**src/cri_params.svh**
```systemverilog
/*
  Constants for the receive interrupt enable block: register indices,
  field positions, reset values and error-count thresholds.
  Assumes inclusion by every design file that needs a number.
*/
`ifndef CRI_PARAMS_SVH
`define CRI_PARAMS_SVH

// Register word indices; byte address is four times the index.
`define CRI_IDX_RFLG 6'h04
`define CRI_IDX_RIER 6'h05
`define CRI_IDX_TFLG 6'h06
`define CRI_IDX_TIER 6'h07
`define CRI_IDX_ISTS 6'h08
`define CRI_IDX_ICLR 6'h09
`define CRI_IDX_IEN 6'h0a

// Enable register field positions.
`define CRI_B_WUP 7
`define CRI_B_CSC 6
`define CRI_F_RSENS 5:4
`define CRI_F_TSENS 3:2
`define CRI_B_OVR 1
`define CRI_B_RXF 0
// Sensitivity fields survive initialization mode.
`define CRI_SENS_MASK 8'h3c

// Flag and summary register field positions.
`define CRI_F_RCODE 5:4
`define CRI_F_TCODE 3:2
`define CRI_F_TXE 2:0
`define CRI_F_IRQ 3:0

// Reset values.
`define CRI_RIER_RST 8'h00
`define CRI_TFLG_RST 3'h7

// Error state thresholds and codes.
`define CRI_WRN_CNT 9'h060
`define CRI_ERR_CNT 9'h080
`define CRI_BOFF_CNT 9'h100
`define CRI_ST_OK 2'h0
`define CRI_ST_WRN 2'h1
`define CRI_ST_ERR 2'h2
`define CRI_ST_BOFF 2'h3

// Sensitivity codes.
`define CRI_SENS_BOFF 2'h1
`define CRI_SENS_ERR 2'h2
`define CRI_SENS_ALL 2'h3

`endif

```
**src/cri_pkg.sv**
```systemverilog
/*
  Types shared by the receive interrupt enable block.
  Assumes nothing beyond the constants header.
*/
package cri_pkg;
  typedef logic [7:0] cri_addr_t;   // APB byte address.
  typedef logic [31:0] cri_word_t;  // APB data word.
  typedef logic [1:0] cri_code_t;   // Error state code.
endpackage : cri_pkg

```
**src/cri_if.sv**
```systemverilog
/*
  Carrier between the APB slave and the register logic.
  Assumes one clock; wr is a one-cycle pulse at transfer completion.
*/
`timescale 1ns/10ps
`default_nettype none
interface cri_if;
  logic wr;           // Write takes effect this cycle.
  logic [7:0] addr;   // Byte address of the transfer.
  logic [7:0] wdata;  // Low byte of the write data.
  logic [7:0] rdata;  // Read value of the addressed register.
  logic err;          // Addressed word is unmapped or misaligned.
  modport slv (output wr, output addr, output wdata,
               input rdata, input err);
  modport regs (input wr, input addr, input wdata,
                output rdata, output err);
endinterface : cri_if
`default_nettype wire

```
**src/cri_top.sv**
```systemverilog
/*
  Receive interrupt enable block of a CAN controller, with its flag
  registers, transmit enables, request gating and interrupt summary.
  Assumes APB on clk; events, counts and init handshake come from logic
  on the same clock, so none of them is synchronised here.
*/
`timescale 1ns/10ps
`default_nettype none
`include "cri_params.svh"
module cri_top (
  input wire logic clk,
  input wire logic resetn,
  input wire logic psel,
  input wire logic penable,
  input wire logic pwrite,
  input wire cri_pkg::cri_addr_t paddr,
  input wire cri_pkg::cri_word_t pwdata,
  output logic [31:0] prdata,
  output logic pready,
  output logic pslverr,
  input wire logic init_request,
  input wire logic init_acknowledge,
  input wire logic wakeup_event,
  input wire logic overrun_event,
  input wire logic rx_full_event,
  input wire logic [2:0] tx_empty_set,
  input wire logic [7:0] rx_err_count,
  input wire logic [8:0] tx_err_count,
  output logic wakeup_irq,
  output logic error_irq,
  output logic rx_irq,
  output logic tx_irq,
  output logic irq
);
  import cri_pkg::*;

  //////////////////////////////////////////////////////////////////////
  // State and local signals.

  // All state outside the submodules in one word.
  typedef struct packed {
    logic [7:0] rier;   // The rx_interrupt_enable register.
    logic [2:0] tflag;  // Transmit buffer empty flags.
    logic [2:0] tie;    // Transmit empty interrupt enables.
    logic wflag;        // Wake-up flag.
    logic sflag;        // Status change flag.
    logic oflag;        // Overrun flag.
    logic fflag;        // Receive full flag.
    logic [3:0] ists;   // Sticky request summary.
    logic [3:0] ien;    // Summary enables.
    logic wk_irq;       // Registered wake-up request.
    logic er_irq;       // Registered error request.
    logic rx_irq;       // Registered receiver request.
    logic tx_irq;       // Registered transmit request.
    logic irq;          // Registered summary interrupt.
  } cri_top_s;

  cri_top_s st_q, st_d;    // Current and next state.
  cri_if bus();            // Link to the APB front end.
  logic init_mode;         // Initialization mode is active.
  logic init_free;         // Handshake fully released.
  logic tx_boff;           // Transmitter is bus-off.
  cri_code_t rx_code;      // Receiver state code.
  cri_code_t tx_code;      // Transmitter state code.
  logic rx_chg;            // Receiver change qualifies.
  logic tx_chg;            // Transmitter change qualifies.
  logic wr_rflg;           // Write to the receive flags.
  logic wr_rier;           // Write to the receive enables.
  logic wr_tflg;           // Write to the transmit flags.
  logic wr_tier;           // Write to the transmit enables.
  logic wr_iclr;           // Write to the summary clear.
  logic wr_ien;            // Write to the summary enables.
  logic [3:0] req;         // Live requests, one per line.
  logic [5:0] widx;        // Word index of the access.

  //////////////////////////////////////////////////////////////////////
  // Submodules.

  // APB front end.
  cri_apb u_apb (
    .clk(clk),
    .resetn(resetn),
    .psel(psel),
    .penable(penable),
    .pwrite(pwrite),
    .paddr(paddr),
    .pwdata(pwdata),
    .prdata(prdata),
    .pready(pready),
    .pslverr(pslverr),
    .bus(bus.slv)
  );

  // Bus-off is reached only through the transmit count.
  assign tx_boff = tx_err_count >= `CRI_BOFF_CNT;

  // Receiver tracker mirrors transmitter bus-off as its own code.
  cri_stat u_rx (
    .clk(clk),
    .resetn(resetn),
    .count({1'b0, rx_err_count}),
    .bus_off(tx_boff),
    .sens(st_q.rier[`CRI_F_RSENS]),
    .hold(st_q.sflag),
    .code(rx_code),
    .change(rx_chg)
  );

  // Transmitter tracker.
  cri_stat u_tx (
    .clk(clk),
    .resetn(resetn),
    .count(tx_err_count),
    .bus_off(tx_boff),
    .sens(st_q.rier[`CRI_F_TSENS]),
    .hold(st_q.sflag),
    .code(tx_code),
    .change(tx_chg)
  );

  //////////////////////////////////////////////////////////////////////
  // Address decode and read path.

  assign init_mode = init_request & init_acknowledge;
  // A half-done handshake also blocks writes, except to the summary clear and enables.
  assign init_free = ~init_request & ~init_acknowledge;
  assign widx = bus.addr[7:2];

  // Read mux; misaligned or unknown words answer with an error.
  always_comb begin
    bus.rdata = 8'h00;
    bus.err = 1'b0;
    if (bus.addr[1:0] != 2'h0) begin
      bus.err = 1'b1;
    end else begin
      case (widx)
        `CRI_IDX_RFLG: bus.rdata = {st_q.wflag, st_q.sflag, rx_code,
                                    tx_code, st_q.oflag, st_q.fflag};
        `CRI_IDX_RIER: bus.rdata = st_q.rier;
        `CRI_IDX_TFLG: bus.rdata = {5'h00, st_q.tflag};
        `CRI_IDX_TIER: bus.rdata = {5'h00, st_q.tie};
        `CRI_IDX_ISTS: bus.rdata = {4'h0, st_q.ists};
        `CRI_IDX_ICLR: bus.rdata = 8'h00;  // Write-only word.
        `CRI_IDX_IEN: bus.rdata = {4'h0, st_q.ien};
        default: bus.err = 1'b1;
      endcase
    end
  end

  // Write strobes per register.
  assign wr_rflg = bus.wr & ~bus.err & (widx == `CRI_IDX_RFLG);
  assign wr_rier = bus.wr & ~bus.err & (widx == `CRI_IDX_RIER);
  assign wr_tflg = bus.wr & ~bus.err & (widx == `CRI_IDX_TFLG);
  assign wr_tier = bus.wr & ~bus.err & (widx == `CRI_IDX_TIER);
  assign wr_iclr = bus.wr & ~bus.err & (widx == `CRI_IDX_ICLR);
  assign wr_ien = bus.wr & ~bus.err & (widx == `CRI_IDX_IEN);

  //////////////////////////////////////////////////////////////////////
  // Request gating.

  // Each line is flag AND enable; the error line ORs two sources, the transmit line three.
  always_comb begin
    req[0] = st_q.wflag & st_q.rier[`CRI_B_WUP];
    req[1] = (st_q.sflag & st_q.rier[`CRI_B_CSC]) |
             (st_q.oflag & st_q.rier[`CRI_B_OVR]);
    req[2] = st_q.fflag & st_q.rier[`CRI_B_RXF];
    req[3] = |(st_q.tflag & st_q.tie);
  end

  //////////////////////////////////////////////////////////////////////
  // Next state.

  // Every set is applied after its clear, so an event never gets lost.
  always_comb begin
    st_d = st_q;
    // Enables: writes only with the handshake released.
    if (wr_rier && init_free) begin
      st_d.rier = bus.wdata;
    end
    // Init mode clears the enables but keeps both sensitivities.
    if (init_mode) begin
      st_d.rier = (st_q.rier & `CRI_SENS_MASK) |
                  (`CRI_RIER_RST & ~`CRI_SENS_MASK);
    end
    // Receive flags: write one to clear.
    if (wr_rflg && init_free) begin
      st_d.wflag = st_q.wflag & ~bus.wdata[`CRI_B_WUP];
      st_d.sflag = st_q.sflag & ~bus.wdata[`CRI_B_CSC];
      st_d.oflag = st_q.oflag & ~bus.wdata[`CRI_B_OVR];
      st_d.fflag = st_q.fflag & ~bus.wdata[`CRI_B_RXF];
    end
    st_d.wflag = st_d.wflag | wakeup_event;
    st_d.sflag = st_d.sflag | rx_chg | tx_chg;
    st_d.oflag = st_d.oflag | overrun_event;
    st_d.fflag = st_d.fflag | rx_full_event;
    // Transmit flags: ones clear, zeros do nothing.
    if (wr_tflg && init_free) begin
      st_d.tflag = st_q.tflag & ~bus.wdata[`CRI_F_TXE];
    end
    st_d.tflag = st_d.tflag | tx_empty_set;
    // Transmit enables.
    if (wr_tier && init_free) begin
      st_d.tie = bus.wdata[`CRI_F_TXE];
    end
    // Transmit side is held at reset during init mode.
    if (init_mode) begin
      st_d.tflag = `CRI_TFLG_RST;
      st_d.tie = '0;
    end
    // Summary: sticky per line, cleared by writing ones.
    if (wr_iclr) begin
      st_d.ists = st_q.ists & ~bus.wdata[`CRI_F_IRQ];
    end
    st_d.ists = st_d.ists | req;
    if (wr_ien) begin
      st_d.ien = bus.wdata[`CRI_F_IRQ];
    end
    // Outputs lag their causes by one cycle to come from flops.
    st_d.wk_irq = req[0];
    st_d.er_irq = req[1];
    st_d.rx_irq = req[2];
    st_d.tx_irq = req[3];
    st_d.irq = |(st_q.ists & st_q.ien);
  end

  // State register; buffers start out empty.
  always_ff @(posedge clk or negedge resetn) begin
    if (!resetn) begin
      st_q <= '0;
      st_q.rier <= `CRI_RIER_RST;
      st_q.tflag <= `CRI_TFLG_RST;
    end else begin
      st_q <= st_d;
    end
  end

  assign wakeup_irq = st_q.wk_irq;
  assign error_irq = st_q.er_irq;
  assign rx_irq = st_q.rx_irq;
  assign tx_irq = st_q.tx_irq;
  assign irq = st_q.irq;
endmodule : cri_top
`default_nettype wire

```
**src/cri_apb.sv**
```systemverilog
/*
  APB slave front end: one wait state, then pready with read data.
  Assumes a standard APB master on the same clock.
*/
`timescale 1ns/10ps
`default_nettype none
module cri_apb (
  input wire logic clk,
  input wire logic resetn,
  input wire logic psel,
  input wire logic penable,
  input wire logic pwrite,
  input wire cri_pkg::cri_addr_t paddr,
  input wire cri_pkg::cri_word_t pwdata,
  output logic [31:0] prdata,
  output logic pready,
  output logic pslverr,
  cri_if.slv bus
);
  import cri_pkg::*;

  typedef struct packed {
    logic rdy;
    logic [7:0] rd;
    logic err;
  } cri_apb_s;

  cri_apb_s st_q, st_d;  // Whole slave state.
  logic access;          // Access phase in progress.

  assign access = psel & penable;
  assign bus.addr = paddr;
  assign bus.wdata = pwdata[7:0];
  // The write lands on the very edge where pready is seen high.
  assign bus.wr = access & st_q.rdy & pwrite;
  assign prdata = {24'h000000, st_q.rd};
  assign pready = st_q.rdy;
  assign pslverr = st_q.err;

  // The first access cycle captures the answer, the second shows it.
  always_comb begin
    st_d = st_q;
    st_d.rdy = access & ~st_q.rdy;
    if (access & ~st_q.rdy) begin
      st_d.rd = pwrite ? 8'h00 : bus.rdata;
      st_d.err = bus.err;
    end
  end

  // State register.
  always_ff @(posedge clk or negedge resetn) begin
    if (!resetn) begin
      st_q <= '0;
    end else begin
      st_q <= st_d;
    end
  end
endmodule : cri_apb
`default_nettype wire

```
**src/cri_stat.sv**
```systemverilog
/*
  Error state tracker: encodes one error count, freezes while a status
  change is pending, and reports qualifying changes.
  Assumes counts and bus-off come from logic on the same clock.
*/
`timescale 1ns/10ps
`default_nettype none
`include "cri_params.svh"
module cri_stat (
  input wire logic clk,
  input wire logic resetn,
  input wire logic [8:0] count,
  input wire logic bus_off,
  input wire logic [1:0] sens,
  input wire logic hold,
  output cri_pkg::cri_code_t code,
  output logic change
);
  import cri_pkg::*;

  typedef struct packed {
    cri_code_t code;
  } cri_stat_s;

  cri_stat_s st_q, st_d;  // Shown state code.
  cri_code_t nxt;         // Live state from the count.
  logic qual;             // Change is within the sensitivity.

  assign code = st_q.code;

  // Leaving bus-off goes straight to OK, as no other exit exists.
  always_comb begin
    if (bus_off) begin
      nxt = `CRI_ST_BOFF;
    end else if (st_q.code == `CRI_ST_BOFF) begin
      nxt = `CRI_ST_OK;
    end else if (count < `CRI_WRN_CNT) begin
      nxt = `CRI_ST_OK;
    end else if (count < `CRI_ERR_CNT) begin
      nxt = `CRI_ST_WRN;
    end else begin
      nxt = `CRI_ST_ERR;
    end
  end

  // Sensitivity decides which transitions count as a change.
  always_comb begin
    case (sens)
      `CRI_SENS_BOFF: qual = (st_q.code == `CRI_ST_BOFF) |
                             (nxt == `CRI_ST_BOFF);
      `CRI_SENS_ERR: qual = st_q.code[1] | nxt[1];
      `CRI_SENS_ALL: qual = 1'b1;
      default: qual = 1'b0;
    endcase
  end

  // The code follows the count only while nothing is pending.
  always_comb begin
    st_d = st_q;
    if (!hold) begin
      st_d.code = nxt;
    end
    change = ~hold & (nxt != st_q.code) & qual;
  end

  // State register.
  always_ff @(posedge clk or negedge resetn) begin
    if (!resetn) begin
      st_q <= '0;
    end else begin
      st_q <= st_d;
    end
  end
endmodule : cri_stat
`default_nettype wire

```
**config.mk**
```make
export PLATFORM = sky130hd
export DESIGN_NAME = cri_top
export DESIGN_NICKNAME = d
export VERILOG_FILES = /design/src/cri_pkg.sv /design/src/cri_if.sv /design/src/cri_top.sv /design/src/cri_apb.sv /design/src/cri_stat.sv
export VERILOG_INCLUDE_DIRS = /design/src
export SDC_FILE = /design/constraint.sdc
export NUM_CORES = 1
export LEC_CHECK = 0
export BUFFER_PORTS_ARGS = -buffer_cell sky130_fd_sc_hd__buf_2
export CAP_MARGIN = 25
export CORE_MARGIN = 5
export CORE_UTILIZATION = 40
export CTS_CLUSTER_DIAMETER = 40
export CTS_CLUSTER_SIZE = 8
export DETAILED_ROUTE_END_ITERATION = 8
export PLACE_DENSITY = 0.67
export SLEW_MARGIN = 5
export SYNTH_ARGS = -nofsm -noshare
export SYNTH_HDL_FRONTEND = slang
export SYNTH_SLANG_ARGS = --single-unit
```
**constraint.sdc**
```tcl
create_clock -name clk -period 4.7 [get_ports clk]
set_clock_uncertainty 0.2 [all_clocks]
set_input_delay 0.47 -clock clk [delete_from_list [all_inputs] [get_ports clk]]
set_output_delay 0.47 -clock clk [all_outputs]
set_load 0.01 [all_outputs]
```
### Yosys cells after proc, flatten, opt, wreduce, memory -nomap -nowiden

Index checks and enable logic that the tools add are counted.

* register bits: 45
* output and inout port bits: 39
* word-level logic and storage cells: 130

* $lt $le $gt $ge: 5
* equal/unequal tests: 19
* muxes and demuxes: 22
* bitwise logic cells: 53
* reduce and logical (&&, ||, !) cells: 11

Operators with widths (number)
* 8-bit one-hot mux with 6 select lines: 1
* 8-bit 2-to-1 mux: 4
* 1-bit bitwise AND: 25
* 6-bit by 3-bit equality test with 1-bit output, second input constant: 4
* 6-bit by 4-bit equality test with 1-bit output, second input constant: 3
* 2-bit equality test, second input constant: 8
* 2-bit 2-to-1 mux: 8
* 1-bit inverter: 10
* 1-bit OR: 10
* 9-bit greater-or-equal comparator, second input constant: 1
* 9-bit by 7-bit less-than comparator with 1-bit output, second input constant: 1
* 9-bit by 8-bit less-than comparator with 1-bit output, second input constant: 1
* 4-bit bitwise AND: 2
* 8-bit by 7-bit less-than comparator with 1-bit output, second input constant: 1
* 8-bit less-than comparator, second input constant: 1
* 4-bit 2-to-1 mux: 2
* 7-bit OR reduction: 1
* 3-bit bitwise AND: 2
* 3-bit 2-to-1 mux: 2
* 6-bit 2-to-1 mux: 1
* 1-bit one-hot mux with 3 select lines: 2
* 2-bit nonzero test: 3
* 2-bit by 1-bit equality test with 1-bit output, second input constant: 2
* 1-bit logical AND: 4
* 9 further kinds: 11

### Logic depth before layout (Yosys ltp)

Gate-level depths: netlist of the first run.

* depth in word-level cells: 11
* mapped depth: 7

### Modules after synthesis

A second synthesis of the first run with hierarchy kept.

* cell total of the unflattened synthesis: 257
* area total of the unflattened synthesis: 2800.2 um^2

Modules (own cells, without submodules)
* cri_top: times used 1, cells an instance 144, area each 1670.4 um^2, seq. area each 779.5 um^2
* cri_apb: times used 1, cells an instance 71, area each 769.5 um^2, seq. area each 250.2 um^2
* cri_stat: times used 2, cells an instance 21, area each 180.2 um^2, seq. area each 50.0 um^2

### Worst setup path before layout of the first run

No wires, ideal clock.

* path kind: input port to flip-flop
* start: in tx_err_count[8]
* end: reg st_q[15] (netlist name)
* data arrival time: 1.953 ns
* data required time: 4.413 ns
* path slack: 2.460 ns
* stages: 7
* buffers on the path: 1
* path through: clkbuf_1 -> a21oi_1 -> ha_1 -> nor3_1 -> mux2i_1 -> or4b_2 -> o211ai_1

RTL lines
* start: declaration: RTL line cri_top.sv:28 `input wire logic [8:0] tx_err_count,`
* end signal: assignment: RTL line cri_top.sv:233 `st_q <= st_d;`
* end: declaration: RTL line cri_top.sv:58 `cri_top_s st_q, st_d;`

### Worst setup path in the final report of the first run

* start: in paddr[5]
* end: reg st_q[25] (netlist name)

* word-level cells in the longest chain between the ends: 9

Ends and longest elaborated chain
* start: declaration: RTL line cri_top.sv:16 `input wire cri_pkg::cri_addr_t paddr,`
* 6-bit by 3-bit equality test with 1-bit output / 6-bit by 4-bit equality test with 1-bit output (equally long branches): RTL line cri_top.sv:136 `case (widx)`
* 7-bit OR reduction (no line)
* 1-bit 2-to-1 mux: RTL line cri_top.sv:136
* 1-bit 2-to-1 mux: RTL line cri_top.sv:133 `if (bus.addr[1:0] != 2'h0) begin`
* 1-bit inverter: RTL line cri_top.sv:152 `` assign wr_rier = bus.wr & ~bus.err & (widx == `CRI_IDX_RIER); ``
* 1-bit bitwise AND: RTL line cri_top.sv:152
* 1-bit bitwise AND (*): RTL line cri_top.sv:152
* 1-bit logical AND (*): RTL line cri_top.sv:177 `if (wr_rier && init_free) begin`
* 2-bit AND reduction (no line) (*)

Mark *: on every way between the ends. The rest lies on a longest branch, timed or not.
A chain may end at the register's enable or synchronous reset.

==> impl_metrics.json, run 1 <==
{
  "die_w_um": 90.0,
  "period_needed_ns": 2.28,
  "ys_types": 47,
  "ys_seq_area_share_pct": 44.1,
  "grt_overflow": 0,
  "crit_arrival_ns": 2.27,
  "finalCritPeriodShare_pct": 48.5,
  "crit_path_max_fanout": 13,
  "remaining_drc_errors": 0,
  "fmax_mhz": 439,
  "tritoncts": "done",
  "yosys.area.top_type_share_pct": 41.0,
  "area_growth_syn_to_layout_pct": 14.6,
  "synth_top_area_cell": "dfrtp_1",
  "placed_cells": 382,
  "fin_nets": 386,
  "hpwlAfterDp_um": 4710,
  "clk_pin_slew_ns": 0.08,
  "synth_cells": 265,
  "cts-buffers-inserted": 5,
  "wl_per_cell_um": 15.5,
  "insertion_delay_ns": 0.30,
  "p_leak_nw": 1.46,
  "synth_area_leaders": "dfrtp_1 41%, buf_4 7.0%, nand2_1 5.7%",
  "grt_pass1_wl_um": 9970,
  "cts_max_level": 2,
  "synth_area_mm2": 0.00256,
  "core_area_mm2": 0.00628,
  "critical_path.endpoint_type": "flop",
  "initial_core_util_pct": 40.8,
  "slew_violations": 0,
  "layout.cells.non_filler": 392,
  "place.port_buffers": 50,
  "cap_viol_max_count": 0,
  "drive_gt1_share_pct": 25.4,
  "tightest_slew_ns": 0.695,
  "clockBufferDepth": 2,
  "power_density_mw_per_mm2": 316,
  "synth-main-ff-cell": "dfrtp_1",
  "first_pass_iters": 4,
  "critPathKind": "primary input to flop",
  "die_y_um": 90.0,
  "synth_seq_cells": 45,
  "hold_viol_final": 0,
  "clkSinkCount": 45,
  "vias_per_cell": 5.21,
  "ant_nets": 0,
  "wl_um": 6090,
  "setup_viol": 0,
  "place.gp.congestion": 0.847,
  "status": "complete, no violations",
  "synthArstFlopShare_pct": 100,
  "first_global_vias": 1988,
  "utilization_pct": 46.8,
  "layout_setup_ws_ns": 2.42,
  "hold_class": "primary input to flop",
  "n_fill_cell": 621,
  "antenna_found_initial": 0,
  "rows": 29,
  "postSynthAreaPerCell_um2": 9.66,
  "critPathLaunchType": "primary input",
  "dp_slack_ns": 2.10,
  "cp_data_required_time_ns": 4.69,
  "yosys_warnings": 0,
  "track_usage_pct": 15.3,
  "ctsRootBufferMaster": "clkbuf_8",
  "diodes": 0,
  "drtIter0Drc": 111,
  "pin_count": 109,
  "rsz0062_at_grt": "no",
  "peakVddDrop_mv": 0.138,
  "tns_ns": 0,
  "vias": 2043,
  "cts_setup_buffers": 0,
  "dieArea_mm2": 0.00810,
  "slew_headroom_pct": 53.3,
  "grt_start_max_net_pins": 46,
  "synth_edf_count": 0
}
through the flow:
stage / hold WS [ns] / power, mW / cell area (um^2)
floorplan: -0.0256 / 0.547 / 2650
global placement: 0.249 / 0.583 / 2770
detailed placement: 0.259 / 0.589 / 2770
CTS: 0.152 / 0.933 / 2910
global route: 0.145 / 0.972 / 2940
finish: 0.159 / 0.927 / 2940
repair_timing:
| item | 4_1_cts | 5_1_grt |
|---|---|---|
| hold buffers | 0 | 1 |
| gates resized for setup | 0 | 0 |
| hold endpoints to repair | 0 | 14 |
state kept, by name (all words and copies together) (netlist names), 2 cells and up:
| signal | count |
|---|---|
| st_q | 26 |
| u_apb.prdata | 8 |
| u_rx.code | 2 |
| u_tx.code | 2 |
cells in the final DEF (no fill, tap or decap), drive strengths merged, types with 4 or more instances in the layout:
cell type and n:
dfrtp 42, inv 14, nor3 8, mux2 8, clkbuf 5, conb 24
a21o 4, or4b 4, a21oi 8, o21ai 18, mux2i 13, nand3 4
nor2 13, a22oi 7, buf 51, nand2 39, a31oi 6
path summary, 6_finish.rpt:
check,from,endpoint,slack (ns),cells after the start
max in group asynchronous,resetn,st_q[21],3.33,3
min in group asynchronous,resetn,st_q[28],0.42,2
worst min-delay path,pwdata[7],st_q[16],0.16,2
worst max register to register,u_tx.code[0],st_q[15],2.52,7
worst max-delay path,paddr[5],st_q[25],2.42,4
worst min register to register,u_apb.prdata[0],u_apb.prdata[0],0.27,2
power breakdown:
part / switching [mW] / internal [mW]
sequential: 0.0339 / 0.407
clock: 0.134 / 0.211
combinational: 0.0832 / 0.0584
Yosys cell counts, drive strengths merged, types with 3 or more instances:
cell and number:
nor2b 3, inv 14, and2 3, a21oi 8, nand3 4, nand2b 3
a21o 4, a31oi 6, dfstp 3, o21ai 18, buf 27, nor3 8
clkbuf 6, mux2i 13, mux2 8, nor2 13, nor4 3, a22oi 7
or4b 4, nand2 39, o211ai 3, dfrtp 42
routing by layer:
layer | GRT usage (%) | share of wire [%] | wire, um
met1 | 20.4 | 44 | 2670
met2 | 24.1 | 48 | 2930
met3 | 3.59 | 6.4 | 392
met4 | 5.58 | 1.6 | 96
met5 | 0 | 0 | 0
cells by family after synthesis:
| family | count (synthesis) | share of synthesized area (%) |
|---|---|---|
| AND/OR/NAND/NOR | 92 | 21.1 |
| AO/OA/AOI/OAI | 57 | 14.3 |
| buffers and inverters | 47 | 10.7 |
| flip-flops | 45 | 44.1 |
| multiplexers | 21 | 8.60 |
| adder cells (fa/ha/maj) | 2 | 0.977 |
| other | 1 | 0.146 |
final cells by class:
cell class / instances / area [um^2] / share of cell area, %
well taps: 77 / 96.3 / 3.28
clock buffers: 5 / 68.8 / 2.34
clock inverters: 3 / 65.1 / 2.22
flip-flops and latches: 45 / 1130 / 38.5
multi-input cells: 196 / 1240 / 42.3
inverters: 14 / 52.6 / 1.79
repair buffers: 52 / 280 / 9.55
critical path, stage by stage:
cell,delay (ns)
buf_2,0.14
or4b_4,0.59
nor4_4,0.66
mux2_2,0.40
No activity file was read; power rests on OpenSTA's default activity.
==> run 2, diff against run 1 <==
--- a/config.mk
+++ b/config.mk
@@ -6,6 +6,7 @@
 export SDC_FILE = /design/constraint.sdc
 export NUM_CORES = 1
 export LEC_CHECK = 0
+export ABC_AREA = 1
 export BUFFER_PORTS_ARGS = -buffer_cell sky130_fd_sc_hd__buf_2
 export CAP_MARGIN = 25
 export CORE_MARGIN = 5
==> constraint.sdc (replaced) <==
create_clock -name clk -period 2.2 [get_ports clk]
set_clock_uncertainty 0.2 [all_clocks]
set_input_delay 0.22 -clock clk [delete_from_list [all_inputs] [get_ports clk]]
set_output_delay 0.22 -clock clk [all_outputs]
set_load 0.01 [all_outputs]
==> impl_metrics.json, run 2 <==
{
  "grt_pass1_wl_um": 9980,
  "finalCritPeriodShare_pct": 80.5,
  "max_stage_delay_ns": 0.41,
  "critPathLaunchType": "flop",
  "timing.hold.ws_ns": 0.00475,
  "pin_count": 109,
  "grt_start_max_net_pins": 46,
  "ctsRootBufferMaster": "clkbuf_8",
  "crit_family": "simple AND/OR/NAND/NOR gates",
  "crit_arrival_ns": 1.76,
  "wl_per_cell_um": 12.5,
  "path_cells": "nand2_1 > nor3_4 > nand4_4 > nand3_1 > o21ai_2",
  "fmax_mhz": 564,
  "final_cell_mix": "86 x nand2_1, 50 x buf_2, 42 x dfrtp_1, 36 x inv_1, 24 x conb_1",
  "synth_cells": 313,
  "die_w_um": 90.0,
  "crit_path_max_fanout": 16,
  "synth_top_area_cell": "dfrtp_1",
  "largest_reg_flops": 26,
  "die_y_um": 90.0,
  "critPathKind": "flop to flop",
  "yosys_warnings": 0,
  "core_area_mm2": 0.00628,
  "cts_max_level": 2,
  "clk_pin_slew_ns": 0.08,
  "cts_hold_buf": 13,
  "vias_per_cell": 4.66,
  "hold_class": "primary input to flop",
  "diodes": 0,
  "vias": 2140,
  "layout_commonest_cell": "nand2_1",
  "drive_gt1_share_pct": 23.8,
  "critPathSlowestCell": "dfrtp_1",
  "dieArea_mm2": 0.00810,
  "first_pass_iters": 4,
  "remaining_drc_errors": 0,
  "first_global_vias": 2142,
  "setup_viol": 0,
  "cts-buffers-inserted": 5,
  "wl_um": 5720,
  "ant_nets": 0,
  "place_area_mm2": 0.00280,
  "hold_viol_final": 0,
  "stdcell_area_mm2": 0.00305,
  "ys_types": 34,
  "synth_seq_cells": 45,
  "antenna_found_initial": 0,
  "area_growth_syn_to_layout_pct": 19.2,
  "tightest_slew_ns": 0.583,
  "synth_area_mm2": 0.00256,
  "synth_edf_count": 0,
  "postSynthAreaPerCell_um2": 8.17,
  "ys_seq_area_share_pct": 44.2,
  "tns_ns": 0,
  "initial_core_util_pct": 40.8,
  "drtIter0Drc": 125,
  "synthTopCellsByCount": "86 x nand2_1, 42 x dfrtp_1, 36 x inv_1",
  "critical_path.endpoint_type": "flop",
  "regMostFlops": "st_q",
  "rsz0062_at_grt": "no",
  "place.port_buffers": 50,
  "slew_violations": 0,
  "peakVddDrop_mv": 0.291,
  "p_leak_nw": 1.67,
  "place.gp.congestion": 0.842,
  "fin_nets": 453,
  "power_density_mw_per_mm2": 538,
  "period_needed_ns": 1.77,
  "rows": 29,
  "synth-main-ff-cell": "dfrtp_1",
  "slew_headroom_pct": 61.2,
  "synth_area_leaders": "dfrtp_1 41%, nand2_1 13%, buf_4 7.0%",
  "status": "complete, no violations",
  "clockBufferDepth": 2,
  "crit_buf_inv": 0,
  "insertion_delay_ns": 0.30,
  "hpwlAfterDp_um": 4390,
  "cts_resized": 0,
  "cp_data_required_time_ns": 2.19,
  "synthArstFlopShare_pct": 100,
  "clkSinkCount": 45,
  "grt_overflow": 0,
  "utilization_pct": 48.6,
  "track_usage_pct": 15.0,
  "cts_setup_buffers": 0,
  "cap_viol_max_count": 0,
  "yosysMostFrequentCell": "nand2_1",
  "yosys.area.top_type_share_pct": 41.1,
  "tritoncts": "done",
  "power_mw": 1.64
}
==> run 2: cell count changes after synthesis, moves of 6 or more <==
cell | before | now
mux2i_1 | 13 | 0
inv_1 | 14 | 36
nor2_1 | 13 | 20
o21ai_2 | 0 | 8
mux2_2 | 8 | 0
a21oi_1 | 8 | 2
nand3_1 | 4 | 15
nand2_1 | 39 | 86
nand4_1 | 2 | 8
==> run 2: final timing paths <==
check	cells after the start	end	slack, ns	from
min in group asynchronous	3	st_q[19]	0.35	resetn
max in group asynchronous	3	st_q[9]	1.05	resetn
hold / removal	3	st_q[29]	0.005	pwdata[6]
setup reg to reg	5	st_q[29]	0.43	u_apb.pready
hold reg to reg	2	u_apb.prdata[1]	0.28	u_apb.prdata[1]
setup / recovery	5	st_q[29]	0.43	u_apb.pready
==> run 2: logic make-up (layout without fill, tap and decap cells) <==
family,count (synthesis),after routing,share of synthesized area [%]
and+or+nand+nor,153,153,29.8
buffers and inverters,66,112,13.5
AOI/OAI and AO/OA,46,46,11.4
DFF,45,45,44.2
adders and majority gates,2,2,0.978
other,1,24,0.147
==> run 2: tightest hold or removal path: stages <==
cell,delay (ns)
buf_2,0.09
inv_1,0.09
o21ai_2,0.07
==> run 2: final cells by class <==
class / count / area [um^2]
clock buffers: 7 / 86.3
clock inverters: 1 / 30.0
fillers: 641 / 3230
inverters: 40 / 150
multi-input cells: 225 / 1170
flip-flops and latches: 45 / 1130
well taps: 77 / 96.3
repair buffers: 64 / 388
==> run 2: power by group <==
group	switching [mW]	internal, mW	total [mW]
sequential	0.00200	0.829	0.831
combinational	0.107	0.0589	0.166
clock	0.275	0.370	0.645
==> run 2: metrics by stage <==
stage | instances | worst slack (ns)
2_1_floorplan | 336 | 0.591
3_3_place_gp | 438 | 0.397
3_5_place_dp | 438 | 0.356
4_1_cts | 459 | 0.416
5_1_grt | 459 | 0.258
6_report | 459 | 0.428
==> run 2: layer usage <==
metal  vias up  track usage [%]  share of wire (%)
li1       1096                -                  -
met1       979             19.1                 44
met2        56             24.5                 48
met3         9             3.92                5.8
met4         0             5.21                1.7
met5         -                0                  0
